--- src/design/charger_option_pkg.sv ---
// Constants for the charger option register block
package charger_option_pkg;
	localparam logic [7:0]  OFS_OPTION_THREE = 8'h37;
	localparam logic [7:0]  OFS_OPTION_TWO   = 8'h38;
	// Option two fixed read pattern: [9:8]=3, [2]=1, others zero
	localparam logic [15:0] OPT2_FIXED       = 16'h0304;
	localparam int          POS_EXT_LIMIT    = 7;
	localparam int          POS_DCHG_REG     = 15;
	localparam int          POS_DEG_SEL      = 12;
	localparam int          POS_PRESENT      = 11;
	localparam logic        RST_EXT_LIMIT    = 1'b1;
	localparam logic        RST_DCHG_REG     = 1'b0;
	localparam logic        RST_DEG_SEL      = 1'b1;
	localparam int          CLK_HZ           = 40000000;
	localparam int          DEG_SHORT_MS     = 150;
	localparam int          DEG_LONG_MS      = 1300;
	localparam int          DEG_SHORT_CYC    = DEG_SHORT_MS * (CLK_HZ / 1000);
	localparam int          DEG_LONG_CYC     = DEG_LONG_MS * (CLK_HZ / 1000);
	localparam int          LIM_W            = 16;
endpackage

--- src/design/charger_option_registers.sv ---
// Charger option registers with limit select, discharge enable and adapter-ok deglitch
// Contract
// - Select clear: limits come only from charge and discharge registers.
// - Select set (reset value): apply lower of pin limit and register limit.
// - Discharge regulation only while enable bit is 1; resets to 0.
// - First insertion after reset without a fault uses 150 ms rising deglitch regardless of select.
// - Later insertions take the deglitch time from the select bit.
// - Select bit 0 means 150 ms, 1 means 1.3 s; resets to 1.
// - Detect falling below threshold by fault forces 1.3 s deglitch.
// - Adapter present bit is read-only and mirrors the adapter-ok output.
`timescale 1ns/1ps
module charger_option_registers
	import charger_option_pkg::*;
#(
	parameter int SHORT_CYC = DEG_SHORT_CYC,
	parameter int LONG_CYC  = DEG_LONG_CYC
)(
	input  wire logic             clk,
	input  wire logic             nrst,
	input  wire logic             reg_wr,
	input  wire logic             reg_rd,
	input  wire logic [7:0]       reg_addr,
	input  wire logic [15:0]      reg_wdata,
	output logic      [15:0]      reg_rdata,
	input  wire logic             adapter_detect_ok,
	input  wire logic             adapter_detect_fault,
	input  wire logic [LIM_W-1:0] charge_limit_reg,
	input  wire logic [LIM_W-1:0] discharge_limit_reg,
	input  wire logic [LIM_W-1:0] current_limit_pin,
	output logic      [LIM_W-1:0] charge_limit_eff,
	output logic      [LIM_W-1:0] discharge_limit_eff,
	output logic                  discharge_regulation_on,
	output logic                  adapter_ok_output
);
	typedef enum logic [1:0] {ST_ABSENT, ST_DEGLITCH, ST_PRESENT} ok_state_t;

	logic        ext_limit_pin_select_r;
	logic        discharge_regulation_enable_r;
	logic        adapter_ok_deglitch_select_r;
	logic        det_s1_r, det_s2_r, flt_s1_r, flt_s2_r;
	logic        first_done_r;
	logic        fault_seen_r;
	logic [31:0] deg_cnt_r;
	logic [31:0] deg_target_r;
	ok_state_t   state_r;
	ok_state_t   state_nxt;
	logic        det_lost;
	logic        deg_done;
	logic        promote;
	logic        arm;
	logic [LIM_W-1:0] charge_limit_nxt;
	logic [LIM_W-1:0] discharge_limit_nxt;

	function automatic logic [LIM_W-1:0] lower_of(input logic [LIM_W-1:0] a,
		input logic [LIM_W-1:0] b);
		lower_of = (a < b) ? a : b;
	endfunction

	function automatic logic addr_hit(input logic [7:0] addr, input logic [7:0] ofs);
		addr_hit = (addr == ofs);
	endfunction

	function automatic logic [31:0] pick_target(input logic fault, input logic first_done,
		input logic sel);
		if (fault)
			pick_target = 32'(LONG_CYC);
		else if (!first_done)
			pick_target = 32'(SHORT_CYC);
		else if (sel)
			pick_target = 32'(LONG_CYC);
		else
			pick_target = 32'(SHORT_CYC);
	endfunction

	// Pin inputs are asynchronous to clk
	always_ff @(posedge clk) begin
		if (!nrst) begin
			det_s1_r <= 1'b0;
			det_s2_r <= 1'b0;
			flt_s1_r <= 1'b0;
			flt_s2_r <= 1'b0;
		end else begin
			det_s1_r <= adapter_detect_ok;
			det_s2_r <= det_s1_r;
			flt_s1_r <= adapter_detect_fault;
			flt_s2_r <= flt_s1_r;
		end
	end

	// Only writable bits are stored; reserved bits never latch
	always_ff @(posedge clk) begin
		if (!nrst)
			ext_limit_pin_select_r <= RST_EXT_LIMIT;
		else if (reg_wr && addr_hit(reg_addr, OFS_OPTION_TWO))
			ext_limit_pin_select_r <= reg_wdata[POS_EXT_LIMIT];
	end

	always_ff @(posedge clk) begin
		if (!nrst)
			discharge_regulation_enable_r <= RST_DCHG_REG;
		else if (reg_wr && addr_hit(reg_addr, OFS_OPTION_THREE))
			discharge_regulation_enable_r <= reg_wdata[POS_DCHG_REG];
	end

	always_ff @(posedge clk) begin
		if (!nrst)
			adapter_ok_deglitch_select_r <= RST_DEG_SEL;
		else if (reg_wr && addr_hit(reg_addr, OFS_OPTION_THREE))
			adapter_ok_deglitch_select_r <= reg_wdata[POS_DEG_SEL];
	end

	always_comb begin
		reg_rdata = 16'h0000;
		if (reg_rd && addr_hit(reg_addr, OFS_OPTION_TWO)) begin
			reg_rdata = OPT2_FIXED;
			reg_rdata[POS_EXT_LIMIT] = ext_limit_pin_select_r;
		end else if (reg_rd && addr_hit(reg_addr, OFS_OPTION_THREE)) begin
			reg_rdata[POS_DCHG_REG] = discharge_regulation_enable_r;
			reg_rdata[POS_DEG_SEL]  = adapter_ok_deglitch_select_r;
			reg_rdata[POS_PRESENT]  = adapter_ok_output;
		end
	end

	always_comb begin
		if (ext_limit_pin_select_r) begin
			charge_limit_nxt    = lower_of(charge_limit_reg, current_limit_pin);
			discharge_limit_nxt = lower_of(discharge_limit_reg, current_limit_pin);
		end else begin
			charge_limit_nxt    = charge_limit_reg;
			discharge_limit_nxt = discharge_limit_reg;
		end
	end

	// Limit outputs registered so downstream DACs see stable codes
	always_ff @(posedge clk) begin
		if (!nrst) begin
			charge_limit_eff    <= 16'h0000;
			discharge_limit_eff <= 16'h0000;
		end else begin
			charge_limit_eff    <= charge_limit_nxt;
			discharge_limit_eff <= discharge_limit_nxt;
		end
	end

	always_ff @(posedge clk) begin
		if (!nrst)
			discharge_regulation_on <= 1'b0;
		else
			discharge_regulation_on <= discharge_regulation_enable_r;
	end

	// Fault memory holds until the next deglitch picks its time
	always_ff @(posedge clk) begin
		if (!nrst)
			fault_seen_r <= 1'b0;
		else if (flt_s2_r)
			fault_seen_r <= 1'b1;
		else if (state_r == ST_ABSENT && det_s2_r)
			fault_seen_r <= 1'b0;
	end

	// Adapter-ok rising-edge deglitch; falling edge is immediate
	assign det_lost = !det_s2_r || flt_s2_r;
	assign deg_done = (deg_cnt_r + 32'h0000_0001) >= deg_target_r;
	assign promote  = (state_r == ST_DEGLITCH) && !det_lost && deg_done;
	assign arm      = (state_r == ST_ABSENT) && det_s2_r;

	always_comb begin
		state_nxt = state_r;
		case (state_r)
			ST_ABSENT: begin
				if (det_s2_r)
					state_nxt = ST_DEGLITCH;
			end
			ST_DEGLITCH: begin
				if (det_lost)
					state_nxt = ST_ABSENT;
				else if (deg_done)
					state_nxt = ST_PRESENT;
			end
			ST_PRESENT: begin
				if (det_lost)
					state_nxt = ST_ABSENT;
			end
			default: state_nxt = ST_ABSENT;
		endcase
	end

	always_ff @(posedge clk) begin
		if (!nrst)
			state_r <= ST_ABSENT;
		else
			state_r <= state_nxt;
	end

	// Counter parks one below the target so a long hold never wraps
	always_ff @(posedge clk) begin
		if (!nrst)
			deg_cnt_r <= 32'h0000_0000;
		else if (state_r == ST_ABSENT)
			deg_cnt_r <= 32'h0000_0000;
		else if (state_r == ST_DEGLITCH && !det_lost && !deg_done)
			deg_cnt_r <= deg_cnt_r + 32'h0000_0001;
	end

	// Target latched on arming, so a select write mid-deglitch waits for the next plug
	always_ff @(posedge clk) begin
		if (!nrst)
			deg_target_r <= 32'h0000_0000;
		else if (arm)
			deg_target_r <= pick_target(fault_seen_r || flt_s2_r, first_done_r,
				adapter_ok_deglitch_select_r);
	end

	always_ff @(posedge clk) begin
		if (!nrst)
			first_done_r <= 1'b0;
		else if (promote)
			first_done_r <= 1'b1;
	end

	always_ff @(posedge clk) begin
		if (!nrst)
			adapter_ok_output <= 1'b0;
		else
			adapter_ok_output <= (state_nxt == ST_PRESENT);
	end
endmodule

--- config.mk ---
export PLATFORM = sky130hd
export DESIGN_NAME = charger_option_registers
export DESIGN_NICKNAME = d
export VERILOG_FILES = /design/src/design/charger_option_pkg.sv /design/src/design/charger_option_registers.sv
export SDC_FILE = /design/constraint.sdc
export NUM_CORES = 1
export LEC_CHECK = 0
export BUFFER_PORTS_ARGS = -buffer_cell sky130_fd_sc_hd__buf_2
export CAP_MARGIN = 5
export CORE_ASPECT_RATIO = 0.7
export CORE_MARGIN = 2
export CORE_UTILIZATION = 58
export CTS_CLUSTER_SIZE = 8
export DETAILED_ROUTE_END_ITERATION = 8
export PLACE_DENSITY = 0.85
export SLEW_MARGIN = 10
export SYNTH_ARGS = -nofsm -noshare
export SYNTH_HDL_FRONTEND = slang
export SYNTH_SLANG_ARGS = --single-unit
--- constraint.sdc ---
create_clock -name clk -period 10.2 [get_ports clk]
set_input_delay 2.04 -clock clk [delete_from_list [all_inputs] [get_ports clk]]
set_output_delay 2.04 -clock clk [all_outputs]
set_load 0.05 [all_outputs]
* Word level (Yosys, flattened, before mapping)
Cells that the tools add are included.
** Word-level totals
- Bits in registers :: 109
- Input bits :: 78
- Output and inout bits :: 50
** Cells by class
- $add $sub $neg :: 1
- Magnitude comparators :: 3
- Equality and inequality tests :: 5
- Mux-type cells :: 19
- Bitwise logic cells :: 1
- Reductions and logical operators :: 16
** Operators with widths (number)
- two-way mux 26 bit :: 3
- two-way mux 16 bit :: 4
- adder 32 x 1 -> 32 bit, second input constant :: 1
- greater-or-equal comparator 32 bit :: 1
- less-than comparator 16 bit :: 2
- equality test 8 x 6 -> 1 bit, second input constant :: 2
- two-way mux 2 bit :: 6
- two-way mux 10 bit :: 1
- logical AND 1 bit :: 8
- one-hot mux 2 bit (3 select lines) :: 1
- equality test 2 bit, second input constant :: 2
- two-way mux 1 bit :: 4
- zero test 1 bit :: 3
- equality test 2 x 1 -> 1 bit, second input constant :: 1
- zero test 2 bit :: 1
- logical OR 1 bit :: 2
- nonzero test 2 bit :: 1
- OR reduction 2 bit :: 1
- NOT 1 bit :: 1

* Depth between registers and ports, before layout
- Word-level depth :: 6
- Mapped depth :: 19
- Mapped depth without buffers :: 16

* Worst setup path after synthesis
Ideal clock, no wire load.
- Path type :: input -> output
- From :: input reg_addr[7]
- To :: output reg_rdata[8]
- Arrival :: 3.407 ns
- Slack :: 4.753 ns
- Stages on the path :: 5
- Buffers on the path :: 1
- Cell sequence :: nor2_1 -> nand3_1 -> nor4_1 -> and2_1 -> buf_4
** Between the ends
- Longest elaborated chain between the ends :: 3
** Ends and longest elaborated chain
- from (decl) :: line charger_option_registers.sv:22 : input wire logic [7:0] reg_addr,
- equality test 8 x 6 -> 1 bit :: line charger_option_registers.sv:60 : addr_hit = (addr == ofs);
- logical AND 1 bit :: line charger_option_registers.sv:114 : if (reg_rd && addr_hit(reg_addr, OFS_OPTION_TWO)) begin
- two-way mux 10 bit :: line charger_option_registers.sv:114
- to (decl) :: line charger_option_registers.sv:24 : output logic [15:0] reg_rdata,
Every way passes these cells.

* Worst setup path in the final report
- From :: register deg_cnt_r[5]
- To :: register deg_cnt_r[4]
** Between the ends
- Longest elaborated chain between the ends :: 4
** Ends and longest elaborated chain
- from (decl) :: line charger_option_registers.sv:43 : logic [31:0] deg_cnt_r;
- from (signal assigned) :: line charger_option_registers.sv:203 : deg_cnt_r <= deg_cnt_r + 32'h0000_0001;
- adder 32 x 1 -> 32 bit :: line charger_option_registers.sv:164 : assign deg_done = (deg_cnt_r + 32'h0000_0001) >= deg_target_r;
- greater-or-equal comparator 32 bit :: line charger_option_registers.sv:164
- zero test 1 bit :: line charger_option_registers.sv:202 : else if (state_r == ST_DEGLITCH && !det_lost && !deg_done)
- logical AND 1 bit :: line charger_option_registers.sv:202
Every way passes these cells.
A chain may end at the register's enable or synchronous reset.

==> results.md <==
* Min-delay src: det_s1_r
* PwrDens at ~140 nW/µm²
* Post-Route WL at 11920 µm
* Prevailing post-synth register cell: dfxtp_1
* Post-DP HPWL at approximately 9000 µm
* Syn Area/Cell at 8.617 µm²
* GRT overflow at 0
* Core Util, Final at 0.7142
* Critical path data arrival time at about 5.6 ns
* Register-to-Register Setup Slack at 4.84 ns
* Max-slew violation count at 0
* Placed Instance Area at around 5400 µm²
* Cell variety after synth at a little over 50
* Pre-CTS WS at slightly below 5 ns
* Yosys top cell area share at 0.3284
* Setup violations, final at 0
* Core area at roughly 8000 µm²
* Global-route total usage across every layer at 0.2712
* Largest net degree at the start of global routing at 50
* Critical path type: register to register
* Unrepaired setup endpoints after global routing: no
* Clock Path Buffers at 2
* Final Power at around 0.8 mW
* Number of flops mapped to enable cells by yosys at 0
* Worst-path clk slew at ~0.060 ns
* Vias per cell at a little under 6
* CP Capture Type: register
* Period utilisation layout at 0.5255
* CTS tree: done
* DRT Pass-1 Iters at 5
* Vias in the first global route at 4340
* Clock Skew at around 0.0079 ns
* Root Driver: clkbuf_16
* Async SR Flop Fraction at 0
* Most frequent cell after synthesis: dfxtp_1
* WHS at roughly 0.44 ns
* Clock latency at the later pin of the worst-skew pair at 0.34 ns
* Data required, critical path at 10.47 ns
* Sequential-to-total area share from yosys stat at 0.3284
* Die W at 113.6 µm
* # IOs at about 130
* Routability congestion estimate at between 0.8 and 0.9
* Layout cell share with drive strength beyond 1 at 0.2024
* Synth top cells by count: dfxtp_1 (80), ha_1 (46), a21oi_1 (38), nor2b_1 (38), mux2i_1 (35)
* Initial antenna violation count at 0
* Hold/Removal Path Class: register to register
* Cells on worst reg2reg path at 16
* Leading area contributor after synthesis: dfxtp_1
* Post-CTS Setup Repair Bufs at 0
* Tmin final at about 5.4 ns
* Num CTS Buffers at 9
* Global-route wire length before repair at approximately 20000 µm
* Via Count at about 4600
* Synth Cell Area at between 4000 and 5000 µm²
* Top cells by area, synth: dfxtp_1 (33%), ha_1 (12%), mux2i_1 (7.2%)
* Num rows at 27
* Post_cts resized at 0
* Yosys warns at 0
* Post-Syn Instances at 566
* Placed instance count at 747
* Die H at 80.72 µm
* Slew @ Worst Pin at between 0.8 and 0.9 ns
* DRC at 0
* Hold path depth at 1
* P&R area growth vs syn at 17.24%
* H-tree Lvls at 3
* Final hold viol count at 0
* Sum Neg Setup Slack at 0 ns
* Peak Freq at 186.6 MHz
* Crit Path Max Fanout at 28
* Initial core utilization at 0.6092
* Final nets at ~780
* Fin area at ~5700 µm²
* Slew margin rel. at 0.4182
* Hold_buf cts at 0
* TritonCTS Sinks at 80
* Die area at 9170 µm²
* Final setup margin at between 4 and 5 ns
* Non-Filler Instances at 763
* Leakage power at approximately 2.6 nW
* Yosys reg bits at 80
* 1st-iter DRT viols at ~270
* Outcome: completed
* Port Buffers at 105
* Wirelength per Cell at between 15 and 20 µm
* CP startpoint kind: register
* RR Startpoint: deg_cnt_r[5]
* Peak supply drop at approximately 0.14 mV
* Ant. Diodes at 0
* R2r endpoint: deg_cnt_r[4]
* Routed Antenna Nets at 0
* Worst Hold Path EP: det_s2_r
* Max Cap Viol at 0
cell families (layout without fill, tap and decap cells):
family	count (synthesis)	in the layout	synth area share
other	1	9	0.0007689
AOI/OAI and AO/OA	108	108	0.1311
DFF	80	80	0.3284
adders and majority gates	46	46	0.1180
xor gates and xnor gates	18	18	0.03233
buffers and inverters	64	152	0.05900
muxes	36	36	0.07414
and+or+nand+nor	213	213	0.2563
worst max-delay path, cell delays in order, from the launching register on:
cell and delay, ns:
dfxtp_1 0.51, nand4_4 0.22, nor3_1 0.39, nand3_1 0.27, or2_2 0.42, nor2_1 0.22, xnor2_1 0.19, ha_1 0.30
a21oi_1 0.22, nand4_1 0.12, mux2i_1 0.23, o21ai_0 0.13, o221ai_1 0.26, nand4_1 0.73, buf_4 0.50, or4_1 0.42
a21oi_1 0.14
flip-flops by register name, summed over array words and instances (netlist names), 2 cells and up:
name,count
charge_limit_eff,16
deg_cnt_r,32
deg_target_r,3
discharge_limit_eff,16
state_r,2
power by group:
group	switching (mW)	internal [mW]
Clock	0.132	0.196
Combinational	0.100	0.0517
Sequential	0.00306	0.325
Total	0.235	0.573
routing by layer:
metal,wire (µm),up-vias,global-route usage
met1,5445,2112,0.3544
met4,319,0,0.1012
met2,5281,194,0.4359
li1,-,2199,-
met5,0,-,0
met3,878,45,0.06943
cell type report:
cell class | count | area, µm²
inverters | 27 | 101.3
clock inverters | 6 | 68.82
multi-input cells | 430 | 3025
fillers | 585 | 2288
clock buffers | 10 | 239.0
well taps | 101 | 126.4
repair buffers | 109 | 555.5
flip-flops and latches | 80 | 1602
how the worst max path moves through the flow:
stage | end | startpoint | depth (start not counted) | slack, ns
floorplan | reg_rdata[8] | reg_addr[7] | 5 | 4.75
global placement | reg_rdata[2] | reg_addr[7] | 6 | 4.94
detailed placement | reg_rdata[2] | reg_addr[7] | 6 | 4.91
CTS | reg_rdata[2] | reg_addr[7] | 6 | 4.91
global route | deg_cnt_r[4] | deg_cnt_r[5] | 16 | 4.51
finish | deg_cnt_r[4] | deg_cnt_r[5] | 16 | 4.84
layout by cell type (no fill, tap or decap), types with 2 or more instances in the layout:
master | Yosys | routed
and2_1 | 15 | 15
clkbuf_16 | 0 | 9
or4_1 | 6 | 6
a21oi_1 | 38 | 36
clkinvlp_4 | 0 | 4
a21boi_0 | 4 | 4
o22ai_1 | 2 | 2
nor2b_1 | 38 | 38
nand2b_1 | 4 | 4
mux2i_1 | 35 | 35
nand4_1 | 19 | 19
buf_2 | 4 | 105
nor3b_1 | 2 | 2
nor3_1 | 7 | 7
and3_1 | 10 | 10
o21ai_0 | 33 | 32
ha_1 | 46 | 46
nand4b_1 | 2 | 2
nor2_1 | 21 | 21
or3_1 | 22 | 22
o21a_1 | 4 | 4
nand3_1 | 21 | 21
o31ai_1 | 6 | 6
a21o_1 | 12 | 12
inv_1 | 27 | 27
nor4_1 | 9 | 9
or2_2 | 2 | 2
and4_1 | 6 | 6
a21oi_2 | 0 | 2
nand2_1 | 23 | 23
xnor2_1 | 15 | 15
dfxtp_1 | 80 | 80
xor2_1 | 3 | 3
conb_1 | 1 | 9
buf_4 | 11 | 4
Note: power is estimated with default switching activity, not from simulation.
